[src/shared/sspt_cfg.svh]
`ifndef SSPT_CFG_SVH
`define SSPT_CFG_SVH

// ==========================================================
// Register map: page select is reachable from every page
`define SSPT_OFS_PAGE_SELECT 5'h1F
`define SSPT_TIMING_PAGE 8'h02
`define SSPT_OFS_LINE_PULSE_MODE 5'h00
`define SSPT_OFS_LINE_PULSE_WIDTH 5'h01
`define SSPT_OFS_PIX_PAIR_A_CTRL 5'h02
`define SSPT_OFS_LINE_PERIOD_LO 5'h08
`define SSPT_OFS_LINE_PERIOD_HI 5'h09
`define SSPT_OFS_STATUS 5'h0A

// ==========================================================
// Reset values
`define SSPT_RST_PAGE_SELECT 8'h00
`define SSPT_RST_LINE_PULSE_MODE 8'h00
`define SSPT_RST_LINE_PULSE_WIDTH 8'h27
`define SSPT_RST_PIX_PAIR_A_CTRL 8'hC8
`define SSPT_RST_LINE_PERIOD_LO 8'hFF
`define SSPT_RST_LINE_PERIOD_HI 8'h03

// ==========================================================
// Line pulse mode fields
`define SSPT_MODE_TRISTATE_BIT 7
`define SSPT_MODE_MASTER_BIT 6
`define SSPT_MODE_OUT_HI 5
`define SSPT_MODE_OUT_LO 4
`define SSPT_MODE_DELAY_HI 3
`define SSPT_MODE_DELAY_LO 0

// ==========================================================
// Pixel clock control fields: output a in the high nibble, b in the low
`define SSPT_PIX_A_LSB 4
`define SSPT_PIX_B_LSB 0
`define SSPT_PIX_EN_OFS 3
`define SSPT_PIX_POL_OFS 2
`define SSPT_PIX_HALF_OFS 1
`define SSPT_PIX_DURING_OFS 0

`endif

[src/shared/sspt_pkg.sv]
package sspt_pkg;

   // ==========================================================
   // One pixel clock output's settings
   typedef struct packed {
      logic en;
      logic pol;
      logic half;
      logic during;
   } sspt_pix_cfg_t;

   // ==========================================================
   // Line pulse sequencer states
   typedef enum logic [1:0] {
      SSPT_IDLE  = 2'b00,
      SSPT_DELAY = 2'b01,
      SSPT_PULSE = 2'b10
   } sspt_state_t;

endpackage

[src/sspt_timing_gen.sv]
// What this block does
// - Eight-bit page register picks which register page later accesses reach; resets zero.
// - Mode bit 7 high tristates the line pulse pin; low drives it.
// - Mode bit 6 low: pulse follows external trigger; high: internal period generator.
// - Pulse lasts twice width register plus one i_clk cycles; width resets 0x27.
// - Pixel clock polarity bit 0 rests low when off; 1 rests high.
// - Control bits 7..4 enable, polarity, half rate, run-during-pulse for output a.
// - Control bits 3..0 do the same for pixel clock output b.
//
// The implementer's own choice: the address-and-strobe port.
`timescale 1ns/1ps
`default_nettype none
`include "sspt_cfg.svh"

module sspt_timing_gen
   import sspt_pkg::*;
#(
   parameter int ADDR_W = 5,
   parameter int PERIOD_W = 16
)
(
   // Clock and reset
   input wire logic i_clk,
   input wire logic i_nrst,
   // Register port
   input wire logic [ADDR_W-1:0] i_addr,
   input wire logic [7:0] i_wdata,
   input wire logic i_wr,
   input wire logic i_rd,
   output logic [7:0] o_rdata,
   output logic [7:0] o_page_select,
   // Sensor side
   input wire logic i_external_line_trigger,
   output logic o_line_transfer_pulse,
   output logic o_line_transfer_pulse_oe,
   output logic o_pixel_clock_out_a,
   output logic o_pixel_clock_out_b
);

   // ==========================================================
   // Elaboration checks: the decode and the period compare have fixed widths
   if (ADDR_W != 5) begin : g_bad_addr_w
      $error("ADDR_W must be 5");
   end
   if (PERIOD_W != 16) begin : g_bad_period_w
      $error("PERIOD_W must be 16");
   end

   // ==========================================================
   // Register file
   logic [7:0] page_r;
   logic [7:0] page_nxt;
   logic [7:0] mode_r;
   logic [7:0] mode_nxt;
   logic [7:0] width_r;
   logic [7:0] width_nxt;
   logic [7:0] pixctl_r;
   logic [7:0] pixctl_nxt;
   logic [7:0] per_lo_r;
   logic [7:0] per_lo_nxt;
   logic [7:0] per_hi_r;
   logic [7:0] per_hi_nxt;
   logic [7:0] rdata_r;
   logic [7:0] rdata_nxt;
   logic on_timing_page;

   // Sequencer state
   sspt_state_t state_r;
   sspt_state_t state_nxt;
   logic [8:0] cnt_r;
   logic [8:0] cnt_nxt;
   logic [PERIOD_W-1:0] per_cnt_r;
   logic [PERIOD_W-1:0] per_cnt_nxt;
   logic trig_d_r;
   logic trig_d_nxt;
   logic pulse_out_r;
   logic pulse_out_nxt;
   logic line_active;
   logic fire;
   logic master;

   sspt_pix_cfg_t cfg_a;
   sspt_pix_cfg_t cfg_b;

   // Only the page register is reachable everywhere; others need page 2
   assign on_timing_page = (page_r == `SSPT_TIMING_PAGE);

   // ==========================================================
   // Register writes and read data, one cycle after the read strobe
   always_comb begin
      page_nxt = page_r;
      mode_nxt = mode_r;
      width_nxt = width_r;
      pixctl_nxt = pixctl_r;
      per_lo_nxt = per_lo_r;
      per_hi_nxt = per_hi_r;
      rdata_nxt = 8'h00;
      if (i_wr) begin
         if (i_addr == `SSPT_OFS_PAGE_SELECT) begin
            page_nxt = i_wdata;
         end else if (on_timing_page && i_addr == `SSPT_OFS_LINE_PULSE_MODE) begin
            mode_nxt = i_wdata;
         end else if (on_timing_page && i_addr == `SSPT_OFS_LINE_PULSE_WIDTH) begin
            width_nxt = i_wdata;
         end else if (on_timing_page && i_addr == `SSPT_OFS_PIX_PAIR_A_CTRL) begin
            pixctl_nxt = i_wdata;
         end else if (on_timing_page && i_addr == `SSPT_OFS_LINE_PERIOD_LO) begin
            per_lo_nxt = i_wdata;
         end else if (on_timing_page && i_addr == `SSPT_OFS_LINE_PERIOD_HI) begin
            per_hi_nxt = i_wdata;
         end
      end
      // Unmapped addresses and foreign pages read as zero
      if (i_rd) begin
         if (i_addr == `SSPT_OFS_PAGE_SELECT) begin
            rdata_nxt = page_r;
         end else if (on_timing_page && i_addr == `SSPT_OFS_LINE_PULSE_MODE) begin
            rdata_nxt = mode_r;
         end else if (on_timing_page && i_addr == `SSPT_OFS_LINE_PULSE_WIDTH) begin
            rdata_nxt = width_r;
         end else if (on_timing_page && i_addr == `SSPT_OFS_PIX_PAIR_A_CTRL) begin
            rdata_nxt = pixctl_r;
         end else if (on_timing_page && i_addr == `SSPT_OFS_LINE_PERIOD_LO) begin
            rdata_nxt = per_lo_r;
         end else if (on_timing_page && i_addr == `SSPT_OFS_LINE_PERIOD_HI) begin
            rdata_nxt = per_hi_r;
         end else if (on_timing_page && i_addr == `SSPT_OFS_STATUS) begin
            rdata_nxt = {5'h00, state_r, line_active};
         end
      end
   end

   always_ff @(posedge i_clk or negedge i_nrst) begin
      if (!i_nrst) begin
         page_r <= `SSPT_RST_PAGE_SELECT;
         mode_r <= `SSPT_RST_LINE_PULSE_MODE;
         width_r <= `SSPT_RST_LINE_PULSE_WIDTH;
         pixctl_r <= `SSPT_RST_PIX_PAIR_A_CTRL;
         per_lo_r <= `SSPT_RST_LINE_PERIOD_LO;
         per_hi_r <= `SSPT_RST_LINE_PERIOD_HI;
         rdata_r <= 8'h00;
      end else begin
         page_r <= page_nxt;
         mode_r <= mode_nxt;
         width_r <= width_nxt;
         pixctl_r <= pixctl_nxt;
         per_lo_r <= per_lo_nxt;
         per_hi_r <= per_hi_nxt;
         rdata_r <= rdata_nxt;
      end
   end

   // ==========================================================
   // Line pulse sequencer
   assign master = mode_r[`SSPT_MODE_MASTER_BIT];
   assign line_active = (state_r == SSPT_PULSE);

   // Fire on a trigger rising edge in slave mode, or period wrap in master mode
   always_comb begin
      trig_d_nxt = i_external_line_trigger;
      per_cnt_nxt = per_cnt_r;
      fire = 1'b0;
      if (master) begin
         if (per_cnt_r >= {per_hi_r, per_lo_r}) begin
            per_cnt_nxt = '0;
            fire = 1'b1;
         end else begin
            per_cnt_nxt = per_cnt_r + 1'b1;
         end
      end else begin
         per_cnt_nxt = '0;
         fire = i_external_line_trigger && !trig_d_r;
      end
   end

   // A trigger that lands while a pulse or delay runs is dropped
   always_comb begin
      state_nxt = state_r;
      cnt_nxt = cnt_r;
      case (state_r)
         SSPT_IDLE: begin
            if (fire) begin
               if (!master && mode_r[`SSPT_MODE_DELAY_HI:`SSPT_MODE_DELAY_LO] != 4'h0) begin
                  state_nxt = SSPT_DELAY;
                  cnt_nxt = {5'h00, mode_r[`SSPT_MODE_DELAY_HI:`SSPT_MODE_DELAY_LO]} - 9'h001;
               end else begin
                  state_nxt = SSPT_PULSE;
                  cnt_nxt = {width_r, 1'b0};
               end
            end
         end
         SSPT_DELAY: begin
            if (cnt_r == 9'h000) begin
               state_nxt = SSPT_PULSE;
               cnt_nxt = {width_r, 1'b0};
            end else begin
               cnt_nxt = cnt_r - 9'h001;
            end
         end
         SSPT_PULSE: begin
            // Counts 2*width down to zero: 2*width+1 cycles high
            if (cnt_r == 9'h000) begin
               state_nxt = SSPT_IDLE;
            end else begin
               cnt_nxt = cnt_r - 9'h001;
            end
         end
         default: begin
            state_nxt = SSPT_IDLE;
            cnt_nxt = 9'h000;
         end
      endcase
   end

   // Output mode: pass, force low or force high
   always_comb begin
      case (mode_r[`SSPT_MODE_OUT_HI:`SSPT_MODE_OUT_LO])
         2'b10: pulse_out_nxt = 1'b0;
         2'b11: pulse_out_nxt = 1'b1;
         default: pulse_out_nxt = (state_nxt == SSPT_PULSE);
      endcase
   end

   always_ff @(posedge i_clk or negedge i_nrst) begin
      if (!i_nrst) begin
         state_r <= SSPT_IDLE;
         cnt_r <= 9'h000;
         per_cnt_r <= '0;
         trig_d_r <= 1'b0;
         pulse_out_r <= 1'b0;
      end else begin
         state_r <= state_nxt;
         cnt_r <= cnt_nxt;
         per_cnt_r <= per_cnt_nxt;
         trig_d_r <= trig_d_nxt;
         pulse_out_r <= pulse_out_nxt;
      end
   end

   // ==========================================================
   // Pixel clock outputs
   assign cfg_a = pixctl_r[`SSPT_PIX_A_LSB+3:`SSPT_PIX_A_LSB];
   assign cfg_b = pixctl_r[`SSPT_PIX_B_LSB+3:`SSPT_PIX_B_LSB];

   sspt_pix_clk u_pix_a (
      .i_clk(i_clk),
      .i_nrst(i_nrst),
      .i_cfg(cfg_a),
      .i_line_active(line_active),
      .o_pix(o_pixel_clock_out_a)
   );

   sspt_pix_clk u_pix_b (
      .i_clk(i_clk),
      .i_nrst(i_nrst),
      .i_cfg(cfg_b),
      .i_line_active(line_active),
      .o_pix(o_pixel_clock_out_b)
   );

   // ==========================================================
   // Pins and read data
   assign o_line_transfer_pulse = pulse_out_r;
   assign o_line_transfer_pulse_oe = ~mode_r[`SSPT_MODE_TRISTATE_BIT];
   assign o_rdata = rdata_r;
   assign o_page_select = page_r;

endmodule

`default_nettype wire

[src/sspt_pix_clk.sv]
`timescale 1ns/1ps
`default_nettype none

module sspt_pix_clk
   import sspt_pkg::*;
(
   // Clock and reset
   input wire logic i_clk,
   input wire logic i_nrst,
   // Settings and line pulse state
   input wire sspt_pix_cfg_t i_cfg,
   input wire logic i_line_active,
   // Pixel clock pin
   output logic o_pix
);

   logic phase_r;
   logic phase_nxt;
   logic slow_r;
   logic slow_nxt;
   logic pix_r;
   logic pix_nxt;
   logic run;

   // ==========================================================
   // Next state: toggle at full or half rate, rest at polarity when off
   always_comb begin
      run = i_cfg.en && (!i_line_active || i_cfg.during);
      slow_nxt = run ? ~slow_r : 1'b0;
      phase_nxt = phase_r;
      if (!run) begin
         phase_nxt = 1'b0;
      end else if (!i_cfg.half || slow_r) begin
         phase_nxt = ~phase_r; // Half rate only moves every second cycle
      end
      pix_nxt = phase_nxt ^ i_cfg.pol;
   end

   // Registers, so the pin never glitches on a setting change
   always_ff @(posedge i_clk or negedge i_nrst) begin
      if (!i_nrst) begin
         phase_r <= 1'b0;
         slow_r <= 1'b0;
         pix_r <= 1'b0;
      end else begin
         phase_r <= phase_nxt;
         slow_r <= slow_nxt;
         pix_r <= pix_nxt;
      end
   end

   assign o_pix = pix_r;

endmodule

`default_nettype wire

[config.mk]
export PLATFORM = sky130hd
export DESIGN_NAME = sspt_timing_gen
export DESIGN_NICKNAME = d
export VERILOG_FILES = /design/src/shared/sspt_pkg.sv /design/src/sspt_timing_gen.sv /design/src/sspt_pix_clk.sv
export VERILOG_INCLUDE_DIRS = /design/src /design/src/shared
export SDC_FILE = /design/constraint.sdc
export NUM_CORES = 1
export LEC_CHECK = 0
export ABC_CLOCK_PERIOD_IN_PS = 2200
export BUFFER_PORTS_ARGS = -buffer_cell sky130_fd_sc_hd__clkbuf_2
export CAP_MARGIN = 15
export CORE_ASPECT_RATIO = 1.75
export CORE_MARGIN = 2
export CORE_UTILIZATION = 45
export CTS_BUF_LIST = sky130_fd_sc_hd__clkbuf_8 sky130_fd_sc_hd__clkbuf_16
export DETAILED_ROUTE_END_ITERATION = 16
export PLACE_DENSITY = 0.62
export SLEW_MARGIN = 30
export SYNTH_ARGS = -nofsm -noshare
export SYNTH_HDL_FRONTEND = slang
export SYNTH_SLANG_ARGS = --single-unit
[constraint.sdc]
create_clock -name i_clk -period 2.2 [get_ports i_clk]
set_input_delay 0 -clock i_clk [delete_from_list [all_inputs] [get_ports i_clk]]
set_output_delay 0 -clock i_clk [all_outputs]
set_load 0.005 [all_outputs]
==> qor.csv <==
metric,value,unit
clock share of power,0.259,
Placed Instances,735,
fillers,932,
met1 Track Usage GR,0.2654,
Max Freq,450.6,MHz
crit-path cells,inv_1 -> ha_1 -> nand4_1 -> a211o_1 -> a211oi_2 -> nor2b_4 -> buf_6 -> mux2_4,
crit end category,register,
GR Util met3,0.04308,
sequential area share after synthesis,0.4584,
Via density,5.725,
first-pass GRT wire length,23.27,mm
Final Worst Setup Slack,-0.01939,ns
Residual DRC,0,
syn nets,549,
Worst path top cell family by delay,compound AO/OA/AOI/OAI gates,
worst reg2reg path depth,8,
Synth async-reset ratio,1.000,
sw power,2021,µW
hold depth,3,
biggest cell delay along the critical path,0.53,ns
minimum clock period,2.219,ns
Crit Path Category,register to register,
Clock Sinks,91,
Synth cell types,59,
diode count,0,
Starting Density,0.4568,
IO Port Bufs,37,
std cell rows,51,
drt pass-1 iters,5,
Finished Layout Cells,775,
Syn. warnings,0,
Clock transition at path regs,0.06,ns
drt total wl,14.83,mm
unrepaired setup endpoints after global routing,true,
Final Cycle Share,1.009,
WP data required,2.43,ns
failing checks,setup timing,
H-tree levels,3,
maximum clock insertion buffer count,2,
vias,4437,
Pleak,0.003154,µW
most frequent cells in the layout,"buf_4 (85), dfrtp_1 (74), nand2_1 (47)",
vias in the first global route,4452,
grt met2 use,0.4766,
Fin Clk Skew,0.007534,ns
Die Span Y,143.6,µm
cell internal pwr,4050,µW
Mapped Cells,511,
Boundary Pins,38,
slowest CP cell,dfstp_2,
ys flop type,dfrtp_1,
layout cells sized above 1,0.4012,
1st-iter DRT viols,333,
crit path max fanout,6,
syn_area_per_cell,9.811,µm²
Hold Path Class,input port to register,
FF-to-FF Start,per_lo_r[4],
WL per Instance,19.14,µm
r2r setup slk,-0.02,ns
Sequential Power Share,0.355,
Die ar.,0.01203,mm²
Worst VDD drop,0.6945,mV
CP Data Arrival Time,2.45,ns
DP HPWL,10.97,mm
P&R area growth vs syn,35.06,%
CTS tree,done,
Netlist Area Pre-Place,0.005014,mm²
All-Layer GR Usage,0.2525,
status,"complete, but fails checks",
Pwr Density,896.5,mW/mm²
area of the multi-input gates,0.002895,mm²
Final setup violation count,4,
CP startpoint kind,register,
CP Depth,8,
number of synthesized register bits,91,
clock latency on the worst-skew pair,0.35,ns
Final Wtd Congestion,0.9355,
antenna violations before repair,0,
remaining global-route overflow,0,
Worst-Margin Slew,0.6572,ns
grt peak-use layer,met2,
Layout Nets,676,
number of synthesized flops with an enable pin,0,
"commonest non-fill, non-tap cell in the layout",buf_4,
Root Driver,clkbuf_16,
MaxCap Viol Count,0,
Post-DRT Antenna Nets,0,
max-slew headroom at the worst pin,0.5619,
Combinational Power Share,0.386,
core area,0.01098,mm²
R2R Path End,cnt_r[4],
CP bufs+invs,2,
WHS Endpoint,per_lo_r[4],
Hold Startpoint,i_wdata[4],
max-slew violations,0,
CTS Buf Count,9,
Seq. cell area,0.002298,mm²
largest net degree at the start of global routing,50,
Die X,83.79,µm
Hold Slack,0.01547,ns
switching share of total power,0.3329,
final hold violations,0,
## worst max-delay path by stage
stage,from,end,slack (ns)
after floorplan,o_page_select[6],mode_r[4],-0.01
after global placement,per_lo_r[5],cnt_r[0],-0.09
after detailed placement,cnt_r[0],cnt_r[5],-0.14
after CTS,per_hi_r[1],cnt_r[0],0.002
after global routing,per_lo_r[4],cnt_r[8],-0.07
final,per_lo_r[4],cnt_r[4],-0.02
## cell type report
class,instances,area share
multi-input cells,370,0.4276
flip-flops and latches,91,0.3394
repair buffers,136,0.1471
clock buffers,10,0.03529
well taps,132,0.02439
inverters,30,0.01663
clock inverters,6,0.009608
## synthesized netlist by cell type (3+ instances only)
library cell / number / share of area
a22oi_1: 7 / 0.010
a21oi_1: 31 / 0.031
ha_1: 20 / 0.050
mux2_2: 32 / 0.072
or2_2: 4 / 0.0050
dfrtp_1: 74 / 0.37
a221oi_1: 4 / 0.0070
nand3_1: 9 / 0.0090
inv_1: 30 / 0.022
o22ai_1: 3 / 0.0037
nor2b_1: 12 / 0.015
a21o_1: 6 / 0.0090
a211oi_1: 6 / 0.0090
dfstp_2: 17 / 0.089
clkbuf_1: 9 / 0.0067
and3_1: 5 / 0.0062
xor2_1: 13 / 0.023
nor3_1: 5 / 0.0050
o21ai_0: 44 / 0.044
o211ai_1: 9 / 0.013
nand2b_1: 7 / 0.0087
nand2_1: 48 / 0.036
buf_2: 8 / 0.0080
or3_1: 3 / 0.0037
o21a_1: 4 / 0.0060
xnor2_1: 8 / 0.014
nor2_1: 46 / 0.034
nand4_1: 4 / 0.0050
## per-stage QoR
step           worst slack (ns)  power (µW)  utilization  area (µm²)  TNS [ns]
2_1_floorplan          -0.01499        3169            -        5055  -0.02998
3_3_place_gp           -0.08679        4010       0.5361        5884   -0.5669
5_1_grt                -0.07291        6403       0.6170        6771   -0.6596
3_5_place_dp            -0.1359        4054       0.5361        5884   -0.8848
6_report               -0.01939        6070       0.6170        6771  -0.06955
4_1_cts                0.001587        5739       0.5823        6391         0
## per-layer routing
layer  vias to the layer above  wire (µm)  share of wire
met5                         -          0              0
met4                         0        719          0.048
met3                        47        499          0.034
met2                       119       8346           0.56
met1                      2207       5266           0.36
li1                       2064          -              -
## sequential cells by signal, summed over array words and instances, names as in the netlist
signal / count
cnt_r: 9
mode_r: 8
o_line_transfer_pulse: 1
o_page_select: 8
o_rdata: 8
per_cnt_r: 16
per_hi_r: 8
per_lo_r: 8
pixctl_r: 8
state_r: 2
trig_d_r: 1
u_pix_a.o_pix: 1
u_pix_a.phase_r: 1
u_pix_a.slow_r: 1
u_pix_b.o_pix: 1
u_pix_b.phase_r: 1
u_pix_b.slow_r: 1
width_r: 8
## power groups by stage
| stage | clock, µW | sequential, µW | combinational [µW] |
|---|---|---|---|
| after floorplan | 0 | 2090 | 1080 |
| after CTS | 1600 | 2120 | 2020 |
| after detailed placement | 0 | 2140 | 1920 |
| final | 1570 | 2150 | 2340 |
| after global routing | 1670 | 2180 | 2550 |
| after global placement | 0 | 2120 | 1890 |
## kinds of logic after synthesis
logic type,after synthesis,synth area share
XOR/XNOR,21,0.03669
flip-flops,91,0.4584
adder cells (fa/ha/maj),20,0.04991
AO/OA/AOI/OAI,135,0.1695
AND/OR/NAND/NOR,158,0.1635
multiplexers,36,0.08036
buffers and inverters,50,0.04168
## what timing repair did
item	in CTS	in global routing
cloned	0	1
resized for setup	15	70
endpoints found under the hold margin	43	1
setup buffers	7	9
pin swaps	14	20
hold buffers	6	1
setup endpoints to repair	14	41
## worst reg2reg max path, delay by kind of cell (launching register included)
kind	cells	cell delay [ns]
AOI/OAI and AO/OA	2	0.62
adders and majority gates	1	0.28
buffers and inverters	2	0.21
DFF	1	0.53
muxes	1	0.29
and+or+nand+nor	2	0.18
Power figures use the tool's default switching activity.
